==> src/hw/watchdog_pkg.sv <==
// Shared constants for the watchdog reset timer
package watchdog_pkg;
   // Register indices (byte address is four times the index)
   localparam logic [15:0] SERVICE_IDX = 16'hffff;
   localparam logic [15:0] CAUSE_IDX = 16'h0010;
   localparam logic [15:0] STATE_IDX = 16'h0011;
   localparam int ADDR_W = 18;
   // Reset cause register fields
   localparam int CAUSE_WD_BIT = 0;
   localparam logic [31:0] CAUSE_RESET = 32'h0000_0000;
   // State register fields
   localparam int STATE_PRESC_LSB = 0;
   localparam int STATE_WD_LSB = 16;
   // Counter geometry
   localparam int PRESC_W = 13;
   localparam int WD_W = 6;
   localparam int PRESC_CLR_LSB = 4;
   localparam int PRESC_CLR_MSB = 12;
   localparam int PRESC_TAP = 12;
   // Timing: clock period in ns, pulse and power-on delay in crystal clock cycles, and counter widths
   localparam int CLK_PERIOD_NS = 50;
   localparam int RST_PULSE_CYC = 32;
   localparam int POR_DELAY_CYC = 4096;
   localparam int PULSE_CNT_W = 6;
   localparam int POR_CNT_W = 13;
   // AHB encodings
   localparam logic [1:0] HTRANS_NONSEQ = 2'h2;
   localparam logic [1:0] HTRANS_SEQ = 2'h3;
   localparam logic HRESP_OKAY = 1'h0;
endpackage : watchdog_pkg

==> src/hw/watchdog_reset_timer.sv <==
// Watchdog reset timer with AHB-Lite register slave
`timescale 1ns/1ps

// Function
// 6-bit counter advanced by 13-bit prescaler carry
// Unserviced overflow asserts system reset
// Any service write restarts timeout period
// Reset drives pin low 32 cycles, sets flag
// Service write clears prescaler bits 12..4
// Service read returns reset vector low byte
// Prescaler cleared 4096 cycles after power-up
// Internal reset clears prescaler and watchdog counter
// Reset vector fetch clears the prescaler
// Disable input suppresses watchdog reset
// Never raises an interrupt, only reset
// Monitor mode with high voltage disables
// Keeps counting during wait mode
// Break with high voltage on reset disables
// Counters run on the crystal clock
// Disable and mode inputs synchronised first
module watchdog_reset_timer
   import watchdog_pkg::*;
#(
   parameter int TAP = watchdog_pkg::PRESC_TAP
)
(
   input wire logic hclk,
   input wire logic hresetn,
   input wire logic hsel,
   input wire logic [31:0] haddr,
   input wire logic [1:0] htrans,
   input wire logic hwrite,
   input wire logic [2:0] hsize,
   input wire logic [31:0] hwdata,
   input wire logic hready,
   output logic [31:0] hrdata,
   output logic hreadyout,
   output logic hresp,
   input wire logic [7:0] reset_vector_low,
   input wire logic vector_fetch,
   input wire logic internal_reset,
   input wire logic watchdog_disable,
   input wire logic monitor_mode,
   input wire logic break_active,
   input wire logic high_volt_irq_pin,
   input wire logic high_volt_reset_pin,
   output logic reset_pin_out,
   output logic reset_pin_oe,
   output logic watchdog_reset
);
   import watchdog_pkg::*;

   if (TAP < 1 || TAP > PRESC_W - 1)
   begin : g_tap_check
      $error("TAP must lie between 1 and 12");
   end

   localparam logic [PULSE_CNT_W-1:0] PULSE_LAST = PULSE_CNT_W'(RST_PULSE_CYC - 1);
   localparam logic [POR_CNT_W-1:0] POR_LAST = POR_CNT_W'(POR_DELAY_CYC - 1);

   // Bus address phase capture
   logic wr_ff;
   logic [ADDR_W-1:0] addr_ff;
   logic [31:0] hrdata_ff;
   logic addr_valid;
   logic [15:0] addr_idx;

   // Counters and control
   logic [PRESC_W-1:0] presc_ff;
   logic [WD_W-1:0] wd_ff;
   logic [PULSE_CNT_W-1:0] pulse_cnt_ff;
   logic pulse_ff;
   logic cause_ff;
   logic [POR_CNT_W-1:0] por_cnt_ff;
   logic por_done_ff;
   logic por_clear;
   logic [4:0] sync1_ff;
   logic [4:0] sync2_ff;
   logic dis_eff;
   logic presc_carry;
   logic overflow;
   logic fire;
   logic svc_write;
   logic cause_clear;

   function automatic logic [15:0] word_index(input logic [ADDR_W-1:0] a);
      word_index = a[ADDR_W-1:2];
   endfunction : word_index

   assign addr_valid = hsel && hready && (htrans == HTRANS_NONSEQ || htrans == HTRANS_SEQ);
   assign addr_idx = word_index(haddr[ADDR_W-1:0]);
   assign hreadyout = 1'b1;
   assign hresp = HRESP_OKAY;
   assign hrdata = hrdata_ff;

   always_ff @(posedge hclk or negedge hresetn)
   begin
      if (!hresetn)
      begin
         wr_ff <= 1'b0;
         addr_ff <= '0;
      end
      else if (hready)
      begin
         wr_ff <= addr_valid && hwrite;
         addr_ff <= haddr[ADDR_W-1:0];
      end
   end

   // Read data is prepared in the address phase so it stands in the data phase
   always_ff @(posedge hclk or negedge hresetn)
   begin
      if (!hresetn)
      begin
         hrdata_ff <= 32'h0000_0000;
      end
      else if (addr_valid && !hwrite)
      begin
         hrdata_ff <= 32'h0000_0000;
         if (addr_idx == SERVICE_IDX)
         begin
            hrdata_ff[7:0] <= reset_vector_low;
         end
         else if (addr_idx == CAUSE_IDX)
         begin
            hrdata_ff[CAUSE_WD_BIT] <= cause_ff;
         end
         else if (addr_idx == STATE_IDX)
         begin
            hrdata_ff[STATE_PRESC_LSB +: PRESC_W] <= presc_ff;
            hrdata_ff[STATE_WD_LSB +: WD_W] <= wd_ff;
         end
      end
   end

   assign svc_write = wr_ff && word_index(addr_ff) == SERVICE_IDX;
   assign cause_clear = wr_ff && word_index(addr_ff) == CAUSE_IDX && hwdata[CAUSE_WD_BIT];

   // Two-stage synchronisers for disable, mode and high-voltage inputs
   always_ff @(posedge hclk or negedge hresetn)
   begin
      if (!hresetn)
      begin
         sync1_ff <= 5'h00;
         sync2_ff <= 5'h00;
      end
      else
      begin
         sync1_ff <= {watchdog_disable, monitor_mode, break_active, high_volt_irq_pin, high_volt_reset_pin};
         sync2_ff <= sync1_ff;
      end
   end

   // sync2: [4] disable, [3] monitor, [2] break, [1] irq pin hv, [0] reset pin hv
   assign dis_eff = sync2_ff[4]
      || (sync2_ff[3] && (sync2_ff[1] || sync2_ff[0]))
      || (sync2_ff[2] && sync2_ff[0]);

   // Power-on delay before the prescaler is cleared once
   always_ff @(posedge hclk or negedge hresetn)
   begin
      if (!hresetn)
      begin
         por_cnt_ff <= '0;
         por_done_ff <= 1'b0;
      end
      else if (!por_done_ff)
      begin
         por_cnt_ff <= por_cnt_ff + POR_CNT_W'(1);
         por_done_ff <= por_cnt_ff == POR_LAST;
      end
   end

   assign por_clear = !por_done_ff && por_cnt_ff == POR_LAST;

   // Prescaler and watchdog counter run every crystal clock, wait mode included
   assign presc_carry = &presc_ff[TAP-1:0];
   assign overflow = presc_carry && &wd_ff;
   assign fire = overflow && !dis_eff && !pulse_ff;

   always_ff @(posedge hclk or negedge hresetn)
   begin
      if (!hresetn)
      begin
         presc_ff <= '0;
      end
      else if (internal_reset || pulse_ff || vector_fetch || por_clear)
      begin
         presc_ff <= '0;
      end
      else if (svc_write)
      begin
         presc_ff <= {{(PRESC_CLR_MSB-PRESC_CLR_LSB+1){1'b0}},
            presc_ff[PRESC_CLR_LSB-1:0] + PRESC_CLR_LSB'(1)};
      end
      else
      begin
         presc_ff <= presc_ff + PRESC_W'(1);
      end
   end

   always_ff @(posedge hclk or negedge hresetn)
   begin
      if (!hresetn)
      begin
         wd_ff <= '0;
      end
      else if (internal_reset || pulse_ff || svc_write)
      begin
         wd_ff <= '0;
      end
      else if (presc_carry)
      begin
         wd_ff <= wd_ff + WD_W'(1);
      end
   end

   // Reset pulse: pin driven low for a fixed number of cycles
   always_ff @(posedge hclk or negedge hresetn)
   begin
      if (!hresetn)
      begin
         pulse_ff <= 1'b0;
         pulse_cnt_ff <= '0;
      end
      else if (fire)
      begin
         pulse_ff <= 1'b1;
         pulse_cnt_ff <= '0;
      end
      else if (pulse_ff)
      begin
         pulse_cnt_ff <= pulse_cnt_ff + PULSE_CNT_W'(1);
         pulse_ff <= pulse_cnt_ff != PULSE_LAST;
      end
   end

   // Reset cause flag: a new watchdog reset wins over a software clear
   always_ff @(posedge hclk or negedge hresetn)
   begin
      if (!hresetn)
      begin
         cause_ff <= CAUSE_RESET[CAUSE_WD_BIT];
      end
      else if (fire)
      begin
         cause_ff <= 1'b1;
      end
      else if (cause_clear)
      begin
         cause_ff <= 1'b0;
      end
   end

   // Only a reset leaves the block; there is no interrupt output
   assign reset_pin_out = 1'b0;
   assign reset_pin_oe = pulse_ff;
   assign watchdog_reset = pulse_ff;

   a_pulse_length: assert property (@(posedge hclk) disable iff (!hresetn)
      $rose(reset_pin_oe) |-> ##31 reset_pin_oe ##1 !reset_pin_oe)
      else $error("reset pulse not 32 cycles");

   a_pulse_steady: assert property (@(posedge hclk) disable iff (!hresetn)
      $rose(reset_pin_oe) |-> reset_pin_oe [*8])
      else $error("reset pulse dropped early");

   a_cause_flag: assert property (@(posedge hclk) disable iff (!hresetn)
      $rose(reset_pin_oe) |-> cause_ff)
      else $error("cause flag not set with reset");

   a_overflow_fires: assert property (@(posedge hclk) disable iff (!hresetn)
      overflow && !dis_eff && !reset_pin_oe |=> reset_pin_oe)
      else $error("overflow did not reset");

   a_disable_blocks: assert property (@(posedge hclk) disable iff (!hresetn)
      dis_eff && !reset_pin_oe |=> !reset_pin_oe)
      else $error("reset while disabled");

   a_service_clear: assert property (@(posedge hclk) disable iff (!hresetn)
      svc_write && !internal_reset && !pulse_ff && !vector_fetch && !por_clear
      |=> wd_ff == '0 && presc_ff[PRESC_CLR_MSB:PRESC_CLR_LSB] == '0)
      else $error("service write did not clear counters");

   a_vector_read: assert property (@(posedge hclk) disable iff (!hresetn)
      addr_valid && !hwrite && addr_idx == SERVICE_IDX |=> hrdata == {24'h000000, $past(reset_vector_low)})
      else $error("service read not vector byte");

   a_internal_clear: assert property (@(posedge hclk) disable iff (!hresetn)
      internal_reset |=> wd_ff == '0 && presc_ff == '0)
      else $error("internal reset did not clear");

   a_vector_fetch: assert property (@(posedge hclk) disable iff (!hresetn)
      vector_fetch |=> presc_ff == '0)
      else $error("vector fetch did not clear prescaler");

   a_por_clear: assert property (@(posedge hclk) disable iff (!hresetn)
      $rose(por_done_ff) |-> presc_ff == '0)
      else $error("power-up clear missing");

   a_wd_advance: assert property (@(posedge hclk) disable iff (!hresetn)
      !internal_reset && !pulse_ff && !svc_write && presc_carry |=> wd_ff == $past(wd_ff) + WD_W'(1))
      else $error("watchdog counter missed a prescaler carry");

   a_wd_hold: assert property (@(posedge hclk) disable iff (!hresetn)
      !internal_reset && !pulse_ff && !svc_write && !presc_carry |=> $stable(wd_ff))
      else $error("watchdog counter moved without a carry");

   a_presc_counts: assert property (@(posedge hclk) disable iff (!hresetn)
      !internal_reset && !pulse_ff && !vector_fetch && !por_clear && !svc_write
      |=> presc_ff == $past(presc_ff) + PRESC_W'(1))
      else $error("prescaler did not advance");

   a_pin_low_only: assert property (@(posedge hclk) disable iff (!hresetn)
      reset_pin_oe |-> !reset_pin_out)
      else $error("reset pin driven high");

   a_fire_cause: assert property (@(posedge hclk) disable iff (!hresetn)
      $rose(reset_pin_oe) |-> $past(overflow) && !$past(dis_eff))
      else $error("reset without enabled overflow");

   a_service_low: assert property (@(posedge hclk) disable iff (!hresetn)
      svc_write && !internal_reset && !pulse_ff && !vector_fetch && !por_clear
      |=> presc_ff[PRESC_CLR_LSB-1:0] == $past(presc_ff[PRESC_CLR_LSB-1:0]) + PRESC_CLR_LSB'(1))
      else $error("service write disturbed low prescaler bits");

   a_cause_clear: assert property (@(posedge hclk) disable iff (!hresetn)
      cause_clear && !fire |=> !cause_ff)
      else $error("cause flag not cleared by write");

   a_sync_delay: assert property (@(posedge hclk) disable iff (!hresetn)
      $rose(sync2_ff[4]) |-> $past(watchdog_disable, 2))
      else $error("disable synchroniser out of step");

   a_pulse_count: assert property (@(posedge hclk) disable iff (!hresetn)
      reset_pin_oe && pulse_cnt_ff != PULSE_LAST |=> reset_pin_oe)
      else $error("reset pulse ended before its count");

   a_pulse_clears: assert property (@(posedge hclk) disable iff (!hresetn)
      $fell(reset_pin_oe) |-> wd_ff == '0)
      else $error("watchdog counter not clear after pulse");

   c_timeout: cover property (@(posedge hclk) disable iff (!hresetn) $rose(reset_pin_oe));
   c_vector_fetch: cover property (@(posedge hclk) disable iff (!hresetn) vector_fetch && presc_ff != '0);
   c_service: cover property (@(posedge hclk) disable iff (!hresetn) svc_write && wd_ff != '0);
   c_blocked: cover property (@(posedge hclk) disable iff (!hresetn) overflow && dis_eff);
   c_clear_flag: cover property (@(posedge hclk) disable iff (!hresetn) cause_clear && cause_ff);

endmodule : watchdog_reset_timer

==> config.mk <==
export PLATFORM = sky130hd
export DESIGN_NAME = watchdog_reset_timer
export DESIGN_NICKNAME = d
export VERILOG_FILES = /design/src/hw/watchdog_pkg.sv /design/src/hw/watchdog_reset_timer.sv
export SDC_FILE = /design/constraint.sdc
export NUM_CORES = 1
export LEC_CHECK = 0
export BUFFER_PORTS_ARGS = -buffer_cell sky130_fd_sc_hd__buf_2
export CAP_MARGIN = 20
export CORE_UTILIZATION = 35
export DETAILED_ROUTE_END_ITERATION = 12
export SLEW_MARGIN = 20
export SYNTH_ARGS = -nofsm -noshare
export SYNTH_HDL_FRONTEND = slang
export SYNTH_SLANG_ARGS = --single-unit
==> constraint.sdc <==
create_clock -name hclk -period 1.9 [get_ports hclk]
set_input_delay 0.095 -clock hclk [delete_from_list [all_inputs] [get_ports hclk]]
set_output_delay 0.095 -clock hclk [all_outputs]
set_load 0.005 [all_outputs]
# Word-level counts from Yosys, hierarchy flattened
# Index checks and enable logic that the tools add are counted.
[word_totals] register_bits=89 latch_bits=0 ramBits=0 mem_bits_ro=0 inputBits=89 n_memories=0
[op_classes] addsub=5 mul=0 div=0 magnitude_cmp=0 eq_ne=9 shifts=0 muxes=19 bitwise=0 n_reduce_logical=30
[op_table] op="$eq A16 B5 Y1 const B" count=3
[op_table] op="$mux W6" count=7
[op_table] op="$mux W13" count=3
[op_table] op="$eq A16 B16 Y1 const B" count=2
[op_table] op="$add A13 B1 Y13 const B" count=2
[op_table] op="$eq A13 B12 Y1 const B" count=1
[op_table] op="$logic_and A1 B1 Y1" count=13
[op_table] op="$add A6 B1 Y6 const B" count=2
[op_table] op="$mux W12" count=1
[op_table] op="$reduce_and A12 Y1" count=1
[op_table] op="$logic_or A1 B1 Y1" count=8
[op_table] op="$mux W8" count=1
[op_table] op="$mux W1" count=6
[op_table] op="$ne A6 B5 Y1 const B" count=1
[op_table] op="$reduce_and A6 Y1" count=1
[op_table] op="$reduce_bool A2 Y1" count=3
[op_table] op="$mux W5" count=1
[op_table] op="$add A4 B1 Y4 const B" count=1
[op_table] op="$eq A2 B2 Y1 const B" count=2
[op_table] op="$logic_not A1 Y1" count=4

# Longest topological paths before layout
# Gate-level depths: netlist of run 1.
[depth] word_depth=8 ltp_mapped=6

# Worst setup path after synthesis of run 1
# OpenSTA, ideal clock, no wires.
[synth_timing] path_type="register -> register" from="register presc_ff[0]" to="register wd_ff[5]" setup_ns=0.075 arrival_ns=1.674 required_ns=1.825 slack_ns=0.151 path_stages_with_launch=6 path_buffers=0 cell_sequence="dfrtp_1 ha_1 nand4_4 or3_4 or3_1 a21oi_2"
[synth_between] elab_chain_cells=2
[synth_rtl] element="start, declared" line="watchdog_reset_timer.sv:69" source="logic [PRESC_W-1:0] presc_ff;"
[synth_rtl] element="start signal, assigned" line="watchdog_reset_timer.sv:193" source="presc_ff <= {{(PRESC_CLR_MSB-PRESC_CLR_LSB+1){1'b0}},"
[synth_rtl] element="start signal, assigned" line="watchdog_reset_timer.sv:198" source="presc_ff <= presc_ff + PRESC_W'(1);"
[synth_rtl] element="$reduce_and A12 Y1" line="watchdog_reset_timer.sv:177" source="assign presc_carry = &presc_ff[TAP-1:0];"
[synth_rtl] element="$reduce_bool A2 Y1 (no source line)"
[synth_rtl] element="end signal, assigned" line="watchdog_reset_timer.sv:214" source="wd_ff <= wd_ff + WD_W'(1);"
[synth_rtl] element="end, declared" line="watchdog_reset_timer.sv:70" source="logic [WD_W-1:0] wd_ff;"
# No other way between the ends.
# A chain may end at the register's enable or synchronous reset.

# Final worst setup path of run 1
[layout_timing] from="register wd_ff[1]" to="register pulse_cnt_ff[0]"
[layout_between] elab_chain_cells=5 word_cells_on_any_way=6 cone_classes="1 x mux; 5 x reduce/logical"
[layout_rtl] element="$reduce_and A6 Y1 (*)" line="watchdog_reset_timer.sv:178" source="assign overflow = presc_carry && &wd_ff;"
[layout_rtl] element="$logic_and A1 B1 Y1 (*)" line="watchdog_reset_timer.sv:178"
[layout_rtl] element="$logic_and A1 B1 Y1 (*) (2 in series)" line="watchdog_reset_timer.sv:179" source="assign fire = overflow && !dis_eff && !pulse_ff;"
[layout_rtl] element="$mux W6 or $reduce_bool A2 Y1 (tied branches)"
[layout_rtl] element="end signal, assigned" line="watchdog_reset_timer.sv:233" source="pulse_cnt_ff <= pulse_cnt_ff + PULSE_CNT_W'(1);"
[layout_rtl] element="end, declared" line="watchdog_reset_timer.sv:71" source="logic [PULSE_CNT_W-1:0] pulse_cnt_ff;"
# Every way passes the cells marked *; elsewhere a longest branch is shown, timed or not.

==> results.toml, run 1 <==
[run_status]
status = "complete, no violations"

[setup_path]
required_ps = 2140
end_kind = "register"
path_delay_family = "compound AO/OA/AOI/OAI gates"
cp_slowest_cell = "dfrtp_1"
r2r_end = "pulse_cnt_ff[0]"
cp-start-kind = "register"
crit_type = "reg -> reg"
critical_path_arrival_ps = 1980
cp.depth = 5
regToRegSetupSlack_ps = 150
r2r_start = "wd_ff[1]"
cp_cell_sequence = "ha_1 > nand3b_1 > a2111oi_2 > a21oi_1 > mux2_2"
critPathMaxStageDelay_ps = 420
critical_path_buf_inv_count = 0
rr_worst_depth = 5
critPathMaxFanout = 5

[min_path]
hp-start = "hsel"
hold_path_class = "in -> reg"
whs_endpoint = "wr_ff"
hold_path_depth = 3

[drt]
routedWlPerCell_um = 13.51
drc = 0
drtIter0Drc = 103
ant_nets = 0
dr_total_vias = 2745
viasPerCell = 4.841
first_pass_iters = 4
drt-total-wl_um = 7659

[synthesis]
netlist_area_um2 = 3879
ys.flop_type = "dfrtp_1"
yosys-top-cells-area = "dfrtp_1 (56%), xnor2_1 (5.4%), mux2_2 (5.2%)"
synth_top_family_by_area = "simple AND/OR/NAND/NOR gates"
ys_warn_count = 0
synthAdderAreaFrac_pct = 1.290
synth_compound_area_share_pct = 7.968
synth_edf_count = 0
post-synth-top-area-cell = "dfrtp_1"
syn-instance-count = 320
netlist.area_leader.share_pct = 56.13
synthMostInstantiatedCell = "dfrtp_1"
synthArstFlopShare_pct = 100.0
seq_area_frac_synth_pct = 56.13
avgSynthCellArea_um2 = 12.12
synth-xor-area-share_pct = 6.774
synthMuxAreaShare_pct = 5.742
yosysUniqueCellTypes = 52
synth_common_cells = "dfrtp_1 (87), xnor2_1 (24), buf_4 (18), mux2_2 (18), nor2_1 (18)"
ys_ff_latch = 87
synthSimpleGateAreaFrac_pct = 16.97

[clock_tree]
cts_buffers = 9
clock_latency_ps = 360
post_cts_buffers = 0
path_clk_slew_ps = 90
cts-htree-levels = 3
clock_path_buffers = 2
cts_root_buf = "clkbuf_8"
tritoncts = "built"
cts_sinks = 87

[power_and_ir_drop]
pwr-share-seq_pct = 56.6
p_total_uw = 3407
p_sw_uw = 781.5
vdd_drop_max_uv = 357.1
swShare_pct = 22.94
p_leak_uw = 0.002205
power_frac_comb_pct = 6.8
p_int_uw = 2626
power_density_nw_per_um2 = 704.3
pwr-share-clk_pct = 36.6

[timing]
setup_viol_count_final = 0
tightest_slew_ps = 544.0
max_freq_ghz = 0.5718
min_period_over_period_pct = 92.04
fin_crit_ps = 1749
slew_headroom_pct = 63.46
tns_ps = 0
hold_viol_final = 0
drv_slew = 0
final.setup_skew_ps = 13.81
timing.final.ws_setup_ps = 151.2
rsz0062_at_grt = "false"

[global_route]
use_met1_pct = 19.56
grt_pass1_wl_um = 12800
grt_pass1_vias = 2614
grt_max_degree = 35
top_usage_layer = "met2"
met2_usage_pct = 22.67
gr-total-overflow = 0
grt.total_usage_pct = 14.49
antenna_found_initial = 0
grtUsageMet3_pct = 3.874

[placed_design]
port-buffer-count = 58
placedInstanceArea_um2 = 4382
pre_cts_slack_ps = 138.6
dp_hpwl_um = 5604
gp_congestion = 0.7810

[die]
coreArea_um2 = 10840
die_x_um = 107.3
start_util_pct = 35.78
dieHeight_um = 107.3
rows = 38
design.die.area_um2 = 11510
io_pins = 126

[layout]
n_antenna_cell = 0
fin_nets = 515
drive_gt1_share_pct = 28.57
fill_cells = 1032
areaGrowthSynthToFinish_pct = 24.71
design_area_um2 = 4837

[flow_run]
max_cap_violations = 0
## layout by cell type, fill, tap and decap left out, drive strengths merged, types with 6 or more instances in the layout
cell type	synthesis	final
dfrtp	87	87
buf	20	76
dlygate4sd3	0	26
xnor2	24	24
nor2	19	19
mux2	18	18
nor3	16	16
conb	2	16
a22o	14	14
nand3	14	14
nand4	14	14
nor4	11	11
clkbuf	5	11
nand2	9	9
inv	7	7
and2	7	7
a221o	7	7
xor2	6	6
## area by class of cell
| type | instances | area (um^2) | area share, % |
|---|---|---|---|
| Clock buffer | 11 | 131.4 | 2.716 |
| Clock inverter | 5 | 58.81 | 1.216 |
| Inverter | 7 | 26.28 | 0.5432 |
| Multi-Input combinational cell | 215 | 1568 | 32.41 |
| Sequential cell | 87 | 2177 | 45.01 |
| Tap cell | 140 | 175.2 | 3.621 |
| Timing Repair Buffer | 102 | 700.7 | 14.49 |
## registers in the layout, summed over array words and instances, names as in the netlist
signal        count
hrdata           19
wd_ff             6
wr_ff             1
sync1_ff          5
sync2_ff          5
pulse_cnt_ff      6
addr_ff          16
reset_pin_oe      1
cause_ff          1
por_cnt_ff       13
presc_ff         13
por_done_ff       1
## worst min-delay path: stages
cell	delay, ps
buf_2	90
nand4_1	70
o21ai_0	80
## worst max path at each step
stage                      startpoint         endpoint  slack (ps)
after floorplan           presc_ff[0]         wd_ff[5]         150
after global placement       wd_ff[1]  pulse_cnt_ff[3]         100
after detailed placement  presc_ff[1]  pulse_cnt_ff[3]         140
after CTS                    wd_ff[1]  pulse_cnt_ff[3]         120
after global routing         wd_ff[1]  pulse_cnt_ff[0]          40
final                        wd_ff[1]  pulse_cnt_ff[0]         150
## power by group through the flow
| stage | combinational, uW | sequential, uW | clock, uW |
|---|---|---|---|
| 2_1_floorplan | 102 | 1960 | 0 |
| 3_3_place_gp | 190 | 1960 | 0 |
| 3_5_place_dp | 195 | 1970 | 0 |
| 4_1_cts | 234 | 1930 | 1290 |
| 5_1_grt | 261 | 1940 | 1390 |
| 6_report | 231 | 1930 | 1250 |
## metal layers
metal	part of all wire, %	vias to the layer above
li1	-	1340
met1	48	1329
met2	47	66
met3	4.3	10
met4	1.1	0
met5	0	-
## logic make-up after synthesis
kind of cell	Yosys count
simple gates	109
xor+xnor	30
fa+ha+maj	4
flops	87
buf+inv	32
mux	20
other cells	2
compound gates	36
## timing repair
item	4_1_cts	5_1_grt
resized for setup	0	1
endpoints found under the hold margin	55	1
hold buffers	25	1
setup endpoints to repair	0	1
## stage by stage
stage / hold WS [ps] / util [%] / instances
floorplan: -200.6 / - / 334
detailed placement: 75.98 / 40.42 / 525
global placement: 70.68 / 40.42 / 525
global route: 13.97 / 44.62 / 567
CTS: 2.565 / 44.48 / 566
finish: 9.881 / 44.62 / 567
Note: power is estimated with default switching activity, not from simulation.
==> run 2: changes to the inputs <==
CORE_ASPECT_RATIO = 1.1   (was unset)
==> run 2 against run 1 <==
Sequential share of layout area is essentially flat. Critical path type unchanged. Die area about the same. Largest cell class unchanged. Critical endpoint is now wd_ff[5]. Largest power group is now clock. Clock-buffer cell count unchanged. First-iteration DRC count is 12% lower. Via count fell by 0.44%. Setup slack lost 50 ps. Clock skew is 8.4 ps lower. Highest routed layer unchanged. Clock power up 58%.
==> results.toml, run 2 (synthesis gave the netlist of run 1 again) <==
[run_status]
status = "complete, no violations"

[clock_tree]
cts-htree-levels = 3
clock_latency_ps = 330
clock_path_buffers = 2
cts_buffers = 9
path_clk_slew_ps = 60
tritoncts = "built"
cts_root_buf = "clkbuf_16"
cts_sinks = 87
post_cts_buffers = 0

[timing]
hold_viol_final = 0
tightest_slew_ps = 529.0
rsz0062_at_grt = "false"
max_freq_ghz = 0.5560
setup_viol_count_final = 0
min_period_over_period_pct = 94.66
final.setup_skew_ps = 5.409
hold_ws_ps = 25.18
slew_headroom_pct = 64.23
tns_ps = 0
fin_crit_ps = 1798
drv_slew = 0

[setup_path]
critPathMaxStageDelay_ps = 440
required_ps = 2170
crit_type = "reg -> reg"
rr_worst_depth = 5
critPathLaunch = "presc_ff[0]"
cp.depth = 5
critPathMaxFanout = 7
cp-start-kind = "register"
cp_slowest_cell = "or3_4"
path_delay_family = "simple AND/OR/NAND/NOR gates"
regToRegSetupSlack_ps = 100
critical_path_buf_inv_count = 0
cp_cell_sequence = "ha_1 > nand4_4 > or3_4 > or3_1 > a21oi_2"
critical_path_arrival_ps = 2060
worst_setup_path_endpoint = "wd_ff[5]"
end_kind = "register"
r2r_start = "presc_ff[0]"
r2r_end = "wd_ff[5]"

[power_and_ir_drop]
power_density_nw_per_um2 = 850.2
vdd_drop_max_uv = 503.9
p_total_uw = 4117
p_leak_uw = 0.002212

[layout]
design_area_um2 = 4842
multi_input_area_um2 = 1568
drive_gt1_share_pct = 29.37
n_antenna_cell = 0
final_common_cell = "dfrtp_1"
areaGrowthSynthToFinish_pct = 24.84
layout_common_cells = "dfrtp_1 (87), buf_2 (57), xnor2_1 (24), nor2_1 (18), mux2_2 (18)"
seqCellArea_um2 = 2177
largest_register_ffs = 19
fin_nets = 500
fill_cells = 984

[global_route]
gr-total-overflow = 0
antenna_found_initial = 0
grt.total_usage_pct = 15.06
grt_pass1_vias = 2661
grt_max_degree = 72
grt_pass1_wl_um = 13360

[drt]
ant_nets = 0
dr_total_vias = 2733
drc = 0
viasPerCell = 4.924
drt-total-wl_um = 7803
drtIter0Drc = 91
first_pass_iters = 4
routedWlPerCell_um = 14.06

[die]
dieHeight_um = 112.4
coreArea_um2 = 10590
design.die.area_um2 = 11510
io_pins = 126
rows = 39
die_x_um = 102.4
start_util_pct = 36.63

[placed_design]
gp_congestion = 0.7743
port-buffer-count = 58
placedInstanceArea_um2 = 4378
dp_hpwl_um = 5642

[flow_run]
max_cap_violations = 0

[min_path]
hold_path_class = "in -> reg"
hold_path_depth = 2
run 2: how the worst min path moves through the flow:
stage	end	slack (ps)	startpoint
6_report	hrdata[4]	30	reset_vector_low[4]
5_1_grt	addr_ff[6]	30	haddr[6]
4_1_cts	hrdata[4]	20	reset_vector_low[4]
3_5_place_dp	addr_ff[13]	-20	hresetn
3_3_place_gp	addr_ff[13]	-20	hresetn
2_1_floorplan	addr_ff[10]	-200	hresetn
run 2: where the power goes:
part / total (uW) / internal, uW / switching, uW
combinational: 208 / 98.0 / 110
sequential: 1930 / 1900 / 30.8
clock: 1980 / 1290 / 690
run 2: stage by stage:
stage,setup WS [ps],cells,utilization (%)
5_1_grt,24.58,555,45.73
4_1_cts,60.22,555,45.68
3_3_place_gp,139.3,527,41.34
3_5_place_dp,85.94,527,41.34
2_1_floorplan,151.2,334,-
6_report,101.5,555,45.73
run 2: area by class of cell:
cell class,instances,share of cell area [%]
Sequential cell,87,44.96
Multi-Input combinational cell,215,32.38
Timing Repair Buffer,87,11.42
Clock buffer,11,4.806
Tap cell,143,3.695
Clock inverter,5,2.196
Inverter,7,0.5426
run 2: timing repair:
item,CTS,global route
endpoints found under the setup margin,0,3
endpoints found under the hold margin,72,0
hold buffers,12,0
resized for setup,0,1
run 2: metal layers:
metal	track usage, %	share of wire [%]
met1	21.08	48
met2	22.55	46
met3	4.047	4.1
met4	4.952	1.6
met5	0	0
==> run 3: changes to the inputs <==
clock period = 2.2 ns   (was 1.9 ns; I/O delays follow)
==> run 3 against run 2 <==
Sequential share of layout area rose by 1.2 points. Final cell count decreased by 1.4%. Critical path depth rose by 1. Via count is 0.22% lower. Largest cell class unchanged.
==> results.toml, run 3 (synthesis gave the netlist of run 1 again) <==
[power_and_ir_drop]
power_frac_comb_pct = 5.3
pwr-share-seq_pct = 50.8
vdd_drop_max_uv = 306.9
power_density_nw_per_um2 = 695.9
p_total_uw = 3283
p_leak_uw = 0.002154
swShare_pct = 23.76
pwr-share-clk_pct = 43.9
p_int_uw = 2503
p_sw_uw = 779.8

[die]
coreArea_um2 = 10590
io_pins = 126
rows = 39
start_util_pct = 36.63
die_x_um = 102.4
dieHeight_um = 112.4
design.die.area_um2 = 11510

[setup_path]
path_delay_family = "simple AND/OR/NAND/NOR gates"
cp_cell_sequence = "ha_1 > nand4_4 > buf_4 > nor3_1 > mux2i_1 > nor2_1"
critPathMaxFanout = 8
cp_slowest_cell = "dfrtp_1"
required_ps = 2430
critPathMaxStageDelay_ps = 430
cp-start-kind = "register"
crit_type = "reg -> reg"
end_kind = "register"
critical_path_buf_inv_count = 1
critical_path_arrival_ps = 2090

[timing]
slew_headroom_pct = 57.65
hold_viol_final = 0
min_period_over_period_pct = 84.66
tns_ps = 0
tightest_slew_ps = 630.6
rsz0062_at_grt = "false"
drv_slew = 0
final.setup_skew_ps = 7.561
fin_crit_ps = 1862
max_freq_ghz = 0.5369
setup_viol_count_final = 0

[clock_tree]
cts_buffers = 9
post_cts_buffers = 0
clock_latency_ps = 340
clock_path_buffers = 2
cts_sinks = 87
path_clk_slew_ps = 60
tritoncts = "built"
cts_root_buf = "clkbuf_16"
cts-htree-levels = 3

[drt]
routedWlPerCell_um = 14.39
ant_nets = 0
dr_total_vias = 2727
first_pass_iters = 4
viasPerCell = 4.985
drtIter0Drc = 146
drt-total-wl_um = 7874
drc = 0

[layout]
final_common_cell = "dfrtp_1"
largest_register_ffs = 19
areaGrowthSynthToFinish_pct = 21.61
layout_common_cells = "dfrtp_1 (87), buf_2 (57), xnor2_1 (24), nor2_1 (18), mux2_2 (18)"
drive_gt1_share_pct = 28.47
fin_nets = 492
n_antenna_cell = 0
final_cells = 547

[placed_design]
dpl.cell_count = 520
gp_congestion = 0.7875
dp_hpwl_um = 5556
port-buffer-count = 58

[flow_run]
max_cap_violations = 0

[global_route]
grt_pass1_wl_um = 13340
grt.total_usage_pct = 15.40
antenna_found_initial = 0
grt_pass1_vias = 2653
gr-total-overflow = 0
grt_max_degree = 46

[run_status]
status = "complete, no violations"

[min_path]
hold_path_class = "in -> reg"
run 3: worst register-to-register path, stage by stage, from the launching register on:
cell and delay [ps]:
dfrtp_1 430, ha_1 280, nand4_4 130, buf_4 190
nor3_1 430, mux2i_1 240, nor2_1 50
run 3: final timing paths:
check,from,end,slack [ps],depth (start not counted)
max,presc_ff[0],wd_ff[1],340,6
min,reset_vector_low[3],hrdata[3],20,2
max reg2reg,presc_ff[0],wd_ff[1],340,6
min reg2reg,sync1_ff[1],sync2_ff[1],350,0
max in group asynchronous,hresetn,hrdata[3],1270,3
min in group asynchronous,hresetn,addr_ff[15],300,2
run 3: layout make-up:
| type | instances | area [um^2] |
|---|---|---|
| tap | 143 | 178.9 |
| multi-input combinational | 215 | 1563 |
| clock inverter | 7 | 56.30 |
| inverter | 7 | 26.28 |
| timing repair buffer | 79 | 490.5 |
| fill | 993 | 5872 |
| clock buffer | 9 | 225.2 |
| sequential | 87 | 2177 |
run 3: power by group through the flow:
stage / Sequential (uW) / Combinational, uW / Clock (uW)
3_5_place_dp: 1700 / 163 / 0
4_1_cts: 1670 / 178 / 1490
2_1_floorplan: 1690 / 88.5 / 0
3_3_place_gp: 1700 / 160 / 0
6_report: 1670 / 174 / 1440
5_1_grt: 1670 / 198 / 1560
run 3: routing by layer:
layer  GRT usage (%)  wire, um  vias to the layer above
li1                -         -                     1294
met1           21.23      3749                     1343
met2           23.36      3644                       80
met3           3.611       386                       10
met4           6.000        93                        0
met5               0         0                        -
run 3: repair_timing:
item                                   4_1_cts  5_1_grt
gates resized for setup                      0        0
hold buffers                                11        0
endpoints found under the hold margin       52        0
run 3: through the flow:
stage          hold WS, ps  utilization [%]  setup WS (ps)  instance area, um^2
2_1_floorplan       -185.6                -          451.2                 3931
3_5_place_dp         141.1            40.85          331.8                 4325
3_3_place_gp         134.4            40.85          333.4                 4325
5_1_grt              6.166            44.55          191.2                 4717
4_1_cts              5.729            44.55          317.7                 4717
6_report             16.59            44.55          337.5                 4717
